==> src/core/vpic_pkg.sv <==
package vpic_pkg;
    localparam int unsigned NSRC = 32;
    localparam int unsigned STACK_DEPTH = 8;
    // register byte addresses on the wishbone bus
    localparam logic [31:0] ADDR_SMR_BASE = 32'hfffff000;
    localparam logic [31:0] ADDR_SVR_BASE = 32'hfffff080;
    localparam logic [31:0] ADDR_IVR = 32'hfffff100;
    localparam logic [31:0] ADDR_CUR = 32'hfffff108;
    localparam logic [31:0] ADDR_IPR = 32'hfffff10c;
    localparam logic [31:0] ADDR_IMR = 32'hfffff110;
    localparam logic [31:0] ADDR_LINES = 32'hfffff114;
    localparam logic [31:0] ADDR_IECR = 32'hfffff120;
    localparam logic [31:0] ADDR_IDCR = 32'hfffff124;
    localparam logic [31:0] ADDR_ICCR = 32'hfffff128;
    localparam logic [31:0] ADDR_ISCR = 32'hfffff12c;
    localparam logic [31:0] ADDR_EOSCR = 32'hfffff130;
    localparam logic [31:0] ADDR_SPUR = 32'hfffff134;
    localparam logic [31:0] ADDR_FFER = 32'hfffff140;
    localparam logic [31:0] ADDR_FFDR = 32'hfffff144;
    localparam logic [31:0] ADDR_FFSR = 32'hfffff148;
    localparam logic [24:0] ADDR_SMR_PAGE = 25'h1ffffe0;
    localparam logic [24:0] ADDR_SVR_PAGE = 25'h1ffffe1;
    // source mode register layout
    localparam int unsigned SMR_PRIO_LSB = 0;
    localparam int unsigned SMR_TYPE_LSB = 5;
    localparam logic [2:0] PRIO_RESET = 3'h0;
    localparam logic [1:0] TYPE_RESET = 2'h0;
    // type bit 0: edge, bit 1: low level / falling edge (external only)
    localparam int unsigned TYPE_EDGE_BIT = 0;
    localparam int unsigned TYPE_NEG_BIT = 1;
    localparam logic [31:0] EXT_SRC_MASK = 32'he0000001;
    localparam logic [31:0] NORMAL_SRC_MASK = 32'hfffffffe;
    localparam logic [31:0] FAST_SRC0 = 32'h00000001;
    localparam logic [31:0] SPUR_RESET = 32'h00000000;
    localparam logic [3:0] DEPTH_EMPTY = 4'h0;
    localparam logic [3:0] DEPTH_FULL = 4'h8;
endpackage

==> src/core/vpic_mem_if.sv <==
interface vpic_mem_if;
    logic wr_en;
    logic [4:0] wr_idx;
    logic [3:0] wr_be;
    logic [31:0] wr_data;
    logic [4:0] rd_idx;
    logic [31:0] rd_data;
    modport mem (input wr_en, input wr_idx, input wr_be, input wr_data, input rd_idx,
        output rd_data);
    modport ctl (output wr_en, output wr_idx, output wr_be, output wr_data, output rd_idx,
        input rd_data);
endinterface

==> src/core/vpic_vec_mem.sv <==
module vpic_vec_mem
    import vpic_pkg::*;
(
    input wire logic clk,
    input wire logic resetn,
    vpic_mem_if.mem port
);
    typedef struct packed {
        logic [31:0] rd_data;
    } vpic_mem_s;

    vpic_mem_s st;
    vpic_mem_s next_st;
    logic [31:0] store [NSRC];

    // one handler address per source, byte lanes written separately
    always_ff @(posedge clk) begin
        for (int b = 0; b < 4; b++) begin
            if (port.wr_en && port.wr_be[b]) begin
                store[port.wr_idx][8*b +: 8] <= port.wr_data[8*b +: 8];
            end
        end
    end

    always_comb begin
        next_st = st;
        next_st.rd_data = store[port.rd_idx];
    end

    always_ff @(posedge clk or negedge resetn) begin
        if (!resetn) begin
            st <= '0;
        end else begin
            st <= next_st;
        end
    end

    assign port.rd_data = st.rd_data;
endmodule // vpic_vec_mem

==> src/core/vpic_ctrl.sv <==
// What this block does
// (RULE1) irq line resolves sources 1-31, not forced
// (RULE2) per-source three-bit priority, seven highest
// (RULE3) enabled condition asserts irq line promptly
// (RULE4) current interrupt chosen at vector read
// (RULE5) equal priority: lowest source number wins
// (RULE6) during service only higher priority asserts
// (RULE7) vector read pushes number and level
// (RULE8) nesting stack holds eight entries
// (RULE9) vector read returns source handler address
// (RULE10) vector read register at fixed address
// (RULE11) vector read deasserts irq; software must read
// (RULE12) vector read clears edge-triggered current source
// (RULE13) end-of-service write pops the stack
// (RULE14) after pop, higher than new level reasserts
// (RULE15) software clears level causes at peripheral
// (RULE16) software masks core before end-of-service
// (RULE17) only source 0 or forced raise fast
// (RULE18) type selects level/edge and polarity
// (RULE19) forced sources excluded from normal resolution
// (RULE20) vector read never clears forced sources
// (RULE21) reset: empty stack, irq line high
//
// Added by the designer: the Wishbone register port.
module vpic_ctrl
    import vpic_pkg::*;
(
    input wire logic clk,
    input wire logic resetn,
    input wire logic [31:0] irq_src,
    input wire logic [31:0] wb_adr_i,
    input wire logic [31:0] wb_dat_i,
    input wire logic [3:0] wb_sel_i,
    input wire logic wb_we_i,
    input wire logic wb_cyc_i,
    input wire logic wb_stb_i,
    output logic [31:0] wb_dat_o,
    output logic wb_ack_o,
    output logic normal_irq_out_n,
    output logic fast_irq_out_n
);
    typedef struct packed {
        logic ack;
        logic mem_sel;
        logic [31:0] rdat;
        logic [31:0] prev;
        logic [31:0] edge_pend;
        logic [31:0] imr;
        logic [31:0] ffsr;
        logic [31:0][2:0] priority_field;
        logic [31:0][1:0] source_type_field;
        logic [3:0] depth;
        logic [7:0][7:0] stk;
        logic [31:0] spur;
    } vpic_state_s;

    vpic_state_s st;
    vpic_state_s next_st;
    vpic_mem_if vmem();

    // returns {valid, number, priority} of the best eligible normal source
    function automatic logic [8:0] vpic_resolve(input logic [31:0] elig,
                                                input logic [31:0][2:0] prio);
        logic [8:0] r;
        r = 9'h000;
        for (int i = NSRC - 1; i >= 1; i--) begin
            if (elig[i] && (!r[8] || prio[i] >= r[2:0])) begin // [RULE2] [RULE5]
                r = {1'b1, 5'(i), prio[i]};
            end
        end
        return r;
    endfunction

    function automatic logic [31:0] vpic_merge(input logic [31:0] old, input logic [31:0] nw,
                                               input logic [3:0] sel);
        logic [31:0] r;
        r = old;
        for (int b = 0; b < 4; b++) begin
            if (sel[b]) begin
                r[8*b +: 8] = nw[8*b +: 8];
            end
        end
        return r;
    endfunction

    logic [31:0] is_edge;
    logic [31:0] lvl_act;
    logic [31:0] det;
    logic [31:0] pend;
    logic [31:0] elig;
    logic [8:0] cand;
    logic cand_valid;
    logic [4:0] cand_num;
    logic [2:0] cand_prio;
    logic [2:0] cur_lvl;
    logic [4:0] cur_num;
    logic [2:0] top_idx;
    logic irq_act;
    logic fiq_act;
    logic req;
    logic acc;
    logic ivr_rd;
    logic eos_wr;
    logic [31:0] clr_m;
    logic [31:0] set_m;

    // per-source input condition
    for (genvar i = 0; i < NSRC; i++) begin : g_src
        logic neg;
        assign neg = EXT_SRC_MASK[i] & st.source_type_field[i][TYPE_NEG_BIT];
        assign is_edge[i] = st.source_type_field[i][TYPE_EDGE_BIT]; // [RULE18]
        assign lvl_act[i] = neg ? !irq_src[i] : irq_src[i]; // [RULE18]
        assign det[i] = is_edge[i] && (neg ? (st.prev[i] && !irq_src[i])
                                           : (!st.prev[i] && irq_src[i])); // [RULE18]
        assign pend[i] = is_edge[i] ? st.edge_pend[i] : lvl_act[i];
    end

    assign elig = pend & st.imr & NORMAL_SRC_MASK & ~st.ffsr; // [RULE1] [RULE19]
    assign cand = vpic_resolve(elig, st.priority_field);
    assign cand_valid = cand[8];
    assign cand_num = cand[7:3];
    assign cand_prio = cand[2:0];
    assign top_idx = 3'(st.depth - 4'h1);
    assign cur_lvl = st.stk[top_idx][2:0];
    assign cur_num = (st.depth == DEPTH_EMPTY) ? 5'h00 : st.stk[top_idx][7:3];
    // empty stack means no current level; otherwise strictly higher only
    assign irq_act = cand_valid && ((st.depth == DEPTH_EMPTY) || (cand_prio > cur_lvl)); // [RULE3] [RULE6] [RULE14]
    assign fiq_act = |(pend & st.imr & (st.ffsr | FAST_SRC0)); // [RULE17] [RULE19]
    assign normal_irq_out_n = !irq_act; // [RULE21]
    assign fast_irq_out_n = !fiq_act;

    assign req = wb_cyc_i && wb_stb_i;
    assign acc = req && !st.ack;
    assign ivr_rd = acc && !wb_we_i && (wb_adr_i == ADDR_IVR); // [RULE10]
    assign eos_wr = acc && wb_we_i && (wb_adr_i == ADDR_EOSCR) && (|wb_sel_i);

    assign vmem.wr_en = acc && wb_we_i && (wb_adr_i[31:7] == ADDR_SVR_PAGE);
    assign vmem.wr_idx = wb_adr_i[6:2];
    assign vmem.wr_be = wb_sel_i;
    assign vmem.wr_data = wb_dat_i;
    assign vmem.rd_idx = ivr_rd ? cand_num : wb_adr_i[6:2]; // [RULE4] [RULE9]

    vpic_vec_mem u_vec_mem (
        .clk(clk),
        .resetn(resetn),
        .port(vmem.mem)
    );

    assign wb_ack_o = st.ack;
    assign wb_dat_o = st.mem_sel ? vmem.rd_data : st.rdat;

    always_comb begin
        next_st = st;
        clr_m = 32'h00000000;
        set_m = 32'h00000000;
        next_st.ack = acc;
        next_st.prev = irq_src;
        if (acc && wb_we_i) begin
            if (wb_adr_i[31:7] == ADDR_SMR_PAGE && wb_sel_i[0]) begin
                next_st.priority_field[wb_adr_i[6:2]] = wb_dat_i[SMR_PRIO_LSB +: 3]; // [RULE2]
                next_st.source_type_field[wb_adr_i[6:2]] = wb_dat_i[SMR_TYPE_LSB +: 2]; // [RULE18]
            end
            case (wb_adr_i)
                ADDR_IECR: next_st.imr = st.imr | wb_dat_i;
                ADDR_IDCR: next_st.imr = st.imr & ~wb_dat_i;
                ADDR_ICCR: clr_m = wb_dat_i;
                ADDR_ISCR: set_m = wb_dat_i;
                ADDR_FFER: next_st.ffsr = st.ffsr | (wb_dat_i & NORMAL_SRC_MASK);
                ADDR_FFDR: next_st.ffsr = st.ffsr & ~wb_dat_i;
                ADDR_SPUR: next_st.spur = vpic_merge(st.spur, wb_dat_i, wb_sel_i);
                default: next_st.spur = st.spur;
            endcase
        end
        if (acc && !wb_we_i) begin
            next_st.mem_sel = (wb_adr_i[31:7] == ADDR_SVR_PAGE);
            next_st.rdat = 32'h00000000;
            if (wb_adr_i[31:7] == ADDR_SMR_PAGE) begin
                next_st.rdat[SMR_PRIO_LSB +: 3] = st.priority_field[wb_adr_i[6:2]];
                next_st.rdat[SMR_TYPE_LSB +: 2] = st.source_type_field[wb_adr_i[6:2]];
            end
            case (wb_adr_i)
                ADDR_IVR: begin
                    next_st.mem_sel = cand_valid; // [RULE9]
                    next_st.rdat = st.spur;
                end
                ADDR_CUR: next_st.rdat = {27'h0000000, cur_num};
                ADDR_IPR: next_st.rdat = pend;
                ADDR_IMR: next_st.rdat = st.imr;
                ADDR_LINES: next_st.rdat = {30'h00000000, fiq_act, irq_act};
                ADDR_SPUR: next_st.rdat = st.spur;
                ADDR_FFSR: next_st.rdat = st.ffsr;
                default: next_st.rdat = next_st.rdat;
            endcase
        end
        if (ivr_rd && cand_valid) begin
            // forced sources never become candidates, so they are never cleared here
            clr_m[cand_num] = 1'b1; // [RULE12] [RULE20]
            if (st.depth != DEPTH_FULL) begin
                next_st.stk[st.depth[2:0]] = {cand_num, cand_prio}; // [RULE7] [RULE4]
                next_st.depth = st.depth + 4'h1; // [RULE8]
            end
        end else if (eos_wr && st.depth != DEPTH_EMPTY) begin
            next_st.depth = st.depth - 4'h1; // [RULE13]
        end
        // a new edge wins over any clear in the same cycle
        next_st.edge_pend = (det | set_m | (st.edge_pend & ~clr_m)) & is_edge;
    end

    always_ff @(posedge clk or negedge resetn) begin
        if (!resetn) begin
            next_st_reset: begin
                st.ack <= 1'b0;
                st.mem_sel <= 1'b0;
                st.rdat <= 32'h00000000;
                st.prev <= 32'h00000000;
                st.edge_pend <= 32'h00000000;
                st.imr <= 32'h00000000;
                st.ffsr <= 32'h00000000;
                st.priority_field <= {NSRC{PRIO_RESET}};
                st.source_type_field <= {NSRC{TYPE_RESET}};
                st.depth <= DEPTH_EMPTY; // [RULE21]
                st.stk <= '0;
                st.spur <= SPUR_RESET;
            end
        end else begin
            st <= next_st;
        end
    end
endmodule // vpic_ctrl

==> config.mk <==
export PLATFORM = sky130hd
export DESIGN_NAME = vpic_ctrl
export DESIGN_NICKNAME = d
export VERILOG_FILES = /design/src/core/vpic_pkg.sv /design/src/core/vpic_mem_if.sv /design/src/core/vpic_vec_mem.sv /design/src/core/vpic_ctrl.sv
export SDC_FILE = /design/constraint.sdc
export NUM_CORES = 2
export LEC_CHECK = 0
export BUFFER_PORTS_ARGS = -buffer_cell sky130_fd_sc_hd__buf_2
export CORE_ASPECT_RATIO = 1.5
export CORE_MARGIN = 2
export CORE_UTILIZATION = 56
export DETAILED_ROUTE_END_ITERATION = 10
export PLACE_DENSITY_LB_ADDON = 0.08
export SYNTH_ARGS = -nofsm -noshare
export SYNTH_HDL_FRONTEND = slang
export SYNTH_SLANG_ARGS = --single-unit
==> constraint.sdc <==
create_clock -name clk -period 57.5 [get_ports clk]
set_input_delay 8.625 -clock clk [delete_from_list [all_inputs] [get_ports clk]]
set_output_delay 8.625 -clock clk [all_outputs]
set_load 0.01 [all_outputs]
==> After elaboration in Yosys (flattened, before gate mapping) <==
Memory sizes are Yosys's and may differ from the RTL's. A register that Yosys moved wholly into a read port is not among the register bits.
Cells that the tools add are included.
{ "word_totals": {"inputBits": 105, "ff_bits": 422, "output_inout_bits": 35, "mem_count": 1, "ram_bits": 1024, "elab_cells": 507} }
{ "mem_list": {"columns": ["name", "depth", "width", "rd", "rd_clocked_by_memory_dff", "wr", "line", "source"], "rows": [
  ["u_vec_mem.store", 32, 32, 1, 1, 1, "vpic_vec_mem.sv:14", "logic [31:0] store [NSRC];"]
]} }
{ "op_classes": {"n_lt_le_gt_ge": 38, "muxes": 113, "n_eq_ne": 18, "reduce_logical": 236, "bitwise_logic": 15, "addsub": 2} }
{ "op_table": {"columns": ["operator", "count"], "rows": [
  ["32-bit equality test, second input constant", 14],
  ["9-bit 2-to-1 mux", 31],
  ["32-bit bitwise AND", 7],
  ["32-bit 2-to-1 mux", 6],
  ["32-bit one-hot mux with 6 select lines", 1],
  ["32-bit bitwise OR", 5],
  ["64-bit bitwise mux", 2],
  ["32-bit one-hot mux with 2 select lines", 2],
  ["1-bit logical AND", 117],
  ["96-bit bitwise mux", 1],
  ["32-bit NOT", 3],
  ["3-bit >= comparator", 30],
  ["1-bit logical NOT", 71],
  ["68-bit 2-to-1 mux", 1],
  ["25-bit equality test, second input constant", 2],
  ["1-bit 2-to-1 mux", 50],
  ["32-bit OR reduction", 1],
  ["1-bit logical OR", 31],
  ["8-bit binary-select mux with 3-bit select", 1],
  ["8-bit demux with 3-bit select", 1],
  ["8-bit 2-to-1 mux", 2],
  ["3-bit binary-select mux with 5-bit select", 1],
  ["3-bit demux with 5-bit select", 1],
  ["5-bit by 6-bit less-than comparator with 1-bit output, second input constant", 2],
  ["22 further kinds", 39]
]} }

==> Longest topological paths before layout <==
{ "depth": {"word_depth": 136, "depth_mapped": 219, "ltp_nobuf": 218} }

==> Hierarchy <==
Synthesis repeated with hierarchy kept, for this count alone.
{ "hier_totals": {"hier_cells": 5075, "area_unflattened_um2": 67163.2} }
{ "modules_own_cells": {"columns": ["module", "area_each_um2", "cells_each", "n_inst", "seq_area_each_um2"], "rows": [
  ["vpic_vec_mem", 41187.0, 2406, 1, 31550.3],
  ["vpic_ctrl", 25976.2, 2669, 1, 10560.1]
]} }

==> Worst setup path before layout <==
Ideal clock, no wire load.
{ "synth_path": {"path_type": "input -> output", "startpoint": "input irq_src[31]", "endpoint": "output normal_irq_out_n", "cell_stages": 198, "n_path_buf": 1, "arrival_ns": 48.317, "required_ns": 48.875, "path_slack_ns": 0.558, "cell_sequence": "xor2_1 > o2111a_1 > and2_1 > ha_1 > nand2b_1 > a211oi_1 > o21a_1 > o31ai_1 > ha_1 > nand2b_1 > a21o_1 > a221oi_2 > or2_2 > mux2_2 > ha_1 > nand2b_1 > a21o_1 > a21oi_1 > [162 not listed] > nand2b_1 > o2111ai_1 > o31a_1 > nand2_1 > nor2_1 > a221o_2 > ha_1 > nand2b_1 > a21o_1 > a21o_1 > o21ai_1 > mux2i_4 > ha_1 > inv_1 > a21o_1 > a21oi_1 > a31oi_1 > o21ai_0"} }
{ "synth_via": {"elab_chain_len": 130, "elab_cells_between_ends": 160, "classes_between": "31 x order compare; 33 x mux; 2 x bitwise; 94 x reduce/logical"} }
{ "synth_lines": {"columns": ["item", "line", "source"], "rows": [
  ["start: declaration", "vpic_ctrl.sv:30", "input wire logic [31:0] irq_src,"],
  ["1-bit logical NOT", "vpic_ctrl.sv:112", "assign lvl_act[i] = neg ? !irq_src[i] : irq_src[i];"],
  ["1-bit 2-to-1 mux *", "vpic_ctrl.sv:112", null],
  ["1-bit 2-to-1 mux *", "vpic_ctrl.sv:115", "assign pend[i] = is_edge[i] ? st.edge_pend[i] : lvl_act[i];"],
  ["32-bit bitwise AND * (2 in a row)", "vpic_ctrl.sv:118", "assign elig = pend & st.imr & NORMAL_SRC_MASK & ~st.ffsr;"],
  ["9-bit 2-to-1 mux *", "vpic_ctrl.sv:67", "if (elig[i] && (!r[8] || prio[i] >= r[2:0])) begin"],
  ["3-bit >= comparator or 1-bit logical NOT (tied branches)", "vpic_ctrl.sv:67", null],
  ["1-bit logical OR", "vpic_ctrl.sv:67", null],
  ["1-bit logical AND", "vpic_ctrl.sv:67", null],
  ["[113 not listed]", null, null],
  ["3-bit >= comparator or 1-bit logical NOT (tied branches)", "vpic_ctrl.sv:67", null],
  ["1-bit logical OR", "vpic_ctrl.sv:67", null],
  ["1-bit logical AND", "vpic_ctrl.sv:67", null],
  ["9-bit 2-to-1 mux *", "vpic_ctrl.sv:67", null],
  ["3-bit > comparator", "vpic_ctrl.sv:127", "assign irq_act = cand_valid && ((st.depth == DEPTH_EMPTY) || (cand_prio > cur_lvl));"],
  ["1-bit logical OR", "vpic_ctrl.sv:127", null],
  ["1-bit logical AND *", "vpic_ctrl.sv:127", null],
  ["1-bit logical NOT *", "vpic_ctrl.sv:129", "assign normal_irq_out_n = !irq_act;"],
  ["end: declaration", "vpic_ctrl.sv:39", "output logic normal_irq_out_n,"]
]} }
Mark *: on every way between the ends. The rest lies on a longest branch, timed or not.

==> Worst setup path in the final report <==
{ "layout_path": {"startpoint": "input irq_src[31]", "endpoint": "output normal_irq_out_n"} }
{ "layout_via": {"elab_chain_len": 130, "elab_cells_between_ends": 160, "classes_between": "31 x order compare; 33 x mux; 2 x bitwise; 94 x reduce/logical"} }
{ "layout_lines": {"columns": ["item", "line", "source"], "rows": [
  ["1-bit logical NOT", "vpic_ctrl.sv:112", null],
  ["1-bit 2-to-1 mux *", "vpic_ctrl.sv:112", null],
  ["1-bit 2-to-1 mux *", "vpic_ctrl.sv:115", null],
  ["32-bit bitwise AND * (2 in a row)", "vpic_ctrl.sv:118", null],
  ["9-bit 2-to-1 mux *", "vpic_ctrl.sv:67", null],
  ["3-bit >= comparator or 1-bit logical NOT (tied branches)", "vpic_ctrl.sv:67", null],
  ["1-bit logical OR", "vpic_ctrl.sv:67", null],
  ["1-bit logical AND", "vpic_ctrl.sv:67", null],
  ["[114 not listed]", null, null],
  ["1-bit logical OR", "vpic_ctrl.sv:67", null],
  ["1-bit logical AND", "vpic_ctrl.sv:67", null],
  ["9-bit 2-to-1 mux *", "vpic_ctrl.sv:67", null],
  ["via cand[1]", "vpic_ctrl.sv:91", "logic [8:0] cand;"],
  ["3-bit > comparator *", "vpic_ctrl.sv:127", null],
  ["1-bit logical OR *", "vpic_ctrl.sv:127", null],
  ["1-bit logical AND *", "vpic_ctrl.sv:127", null],
  ["1-bit logical NOT *", "vpic_ctrl.sv:129", null]
]} }
The timed path passes the listed nets; every way through them passes the cells marked *.

==> metrics.txt <==
CP max FO 6; Placed Area slightly below 70000 µm²; crit path time final about 56000 ps; vias in the first global route between 40000 and 50000; first-pass GRT wire length 302000 µm; Synth Instances roughly 5200; Worst setup EP type output port; HP Class register to register; design area between 70000 and 80000 µm²; WP data arrival around 47000 ps; FF-to-FF path depth 210; CTS tree built; CP dominant cell by count ha_1; Seq/Total Area, Yosys around 63%; max-cap viol count 0; grt total ovfl 0; YS warnings 0; count of different cell masters after synthesis approximately 110; Hold Path Stages 2; Overall Global Routing Usage about a third; Vias approximately 45000; Antenna Violating Nets Remaining 0; number of flops mapped to enable cells by yosys 1024; final hold vios 0; # DRC 0; Mapped Area around 66000 µm²; #FFs+latches synth between 1000 and 1500; IO Pins between 100 and 150; final non-filler cell total 7032; asr flop ratio synth between 30% and 40%; share of layout cells above drive strength 1 18.0%; Die Wd around 280 µm; placed cell count slightly below 7000; clock-pin slew on the worst setup and hold paths 60 ps; Pins Over Slew Limit 0; Most used DFF post-synth edfxtp_1; Wirelength per Cell approximately 30 µm; Critical Path RT approximately 49000 ps; most frequent cells in the layout edfxtp_1 (1024), nand2_1 (839), dfrtp_1 (453); Starting Density 56.4%; via density per instance 6.47; period utilization 97.3%; VDD IR-drop max 28.9 µV; Leakage 27.2 nW; DIE AREA around 120000 µm²; Worst-Margin Slew ~1400 ps; Clk Latency, worst-skew pair 780 ps; dpl hpwl 140000 µm; DR iter-0 viols approximately 4700; Placer Congestion ~1.0; largest net degree at the start of global routing about 160; CTS root buf clkbuf_16; Worst path max stage delay roughly 400 ps; initial antenna violation count 15; num rows 154; Longest Clk Path Bufs 3; Final Setup Violations 0; critical path launch point type input port; area grow syn2layout 11.9%; CTS Sinks about 1500; CTS Buf Count roughly 140; FMAX around 18 MHz; Placeable Area 118000 µm²; Syn Area/Cell ~13 µm²; # port buffers 139; Critical-path top delay cell or3_4; Slew HR about a tenth; Setup Skew between 20 and 25 ps; Mapped Nets between 5000 and 6000; # H-tree levels 4; most common cell after layout, fill and taps aside edfxtp_1; Initial DRT Pass Iterations 8; outcome finished, final reports clean; Cell Pwr Density a little under 30 nW/µm²; NumNets Final around 5500; overall routed net length approximately 210000 µm; critical path class input port to output port; die height about 430 µm
[metal layers]
layer	up-vias	GRT usage, %	part of all wire [%]
li1	20000	-	-
met1	22900	41.5	37
met2	1982	56.9	49
met3	585	6.60	7.2
met4	4	21.5	7.3
met5	-	0	0.011
[report_power, final]
part | internal (W) | total (W) | switching, W
Combinational | 0.0000265 | 0.000110 | 0.0000834
Sequential | 0.00114 | 0.00115 | 0.00000172
Clock | 0.000528 | 0.000928 | 0.000400
[sequential cells by signal, indices dropped and copies added (netlist names), named ones only]
signal                  flops
is_edge                    32
st                        322
u_vec_mem.store          1024
u_vec_mem.port.rd_data     32
g_src.neg                   4
wb_ack_o                    1
[cell families after synthesis]
kind of cell	synth area share [%]
adders and majority gates	1.44
muxes	8.89
AOI/OAI and AO/OA	12.5
and+or+nand+nor	11.0
DFF	63.5
xor gates and xnor gates	0.119
buffers and inverters	2.54
[through the flow]
stage               setup TNS, ps  total power (W)  hold WS (ps)  worst slack, ps  util [%]
finish                          0          0.00218           477             1570      63.1
global route                 -480          0.00224           493             -480      63.1
CTS                             0          0.00219           479             10.1      62.4
detailed placement          -1230          0.00128           466            -1230      58.4
global placement             -277          0.00128           457             -277      58.4
floorplan                       0          0.00122           445              558         -
[worst paths after layout]
check,from,to,slack [ps]
setup / recovery,irq_src[31],normal_irq_out_n,1570
hold / removal,st[67],st[67],480
setup reg to reg,g_src[31].neg,u_vec_mem.port.rd_data[28],14670
hold reg to reg,st[67],st[67],480
max in group asynchronous,resetn,st[420],47120
min in group asynchronous,resetn,st[247],7960
[cell usage after synthesis (67+ instances only)]
| library cell | number | area [µm²] |
|---|---|---|
| mux2_2 | 199 | 2240 |
| inv_1 | 82 | 308 |
| a211oi_1 | 103 | 773 |
| mux2i_1 | 165 | 1650 |
| a21oi_1 | 177 | 886 |
| a32oi_1 | 67 | 587 |
| nand3_1 | 125 | 626 |
| nand2_1 | 842 | 3160 |
| o211ai_1 | 110 | 826 |
| o21ai_0 | 237 | 1190 |
| a31oi_1 | 180 | 1130 |
| clkbuf_1 | 203 | 762 |
| edfxtp_1 | 1024 | 30700 |
| dfrtp_1 | 454 | 11400 |
| nor2_1 | 264 | 991 |
| ha_1 | 72 | 901 |
| and2_1 | 78 | 488 |
| mux4_2 | 88 | 1980 |
[worst max-delay path, delay by kind of cell]
| family | cells | cell delay, ps |
|---|---|---|
| AO/OA/AOI/OAI | 91 | 16130 |
| adder cells (fa/ha/maj) | 36 | 10310 |
| multiplexers | 8 | 2600 |
| XOR/XNOR | 1 | 260 |
| buffers and inverters | 15 | 1760 |
| AND/OR/NAND/NOR | 57 | 7570 |
[timing repair]
item,in CTS,in global routing
setup endpoints to repair,1,1
gates resized for setup,18,131
setup buffers,2,36
cloned,0,0
pin swaps,2,77
hold buffers,0,0
[cell type report]
type	instances	area (µm²)
clock buffers	182	3970
fillers	9007	43300
multi-input cells	3354	23300
well taps	1560	1950
flip-flops and latches	1478	42100
inverters	85	319
repair buffers	296	1950
clock inverters	70	606
diodes	7	17.5
Note: power is estimated with default switching activity, not from simulation.
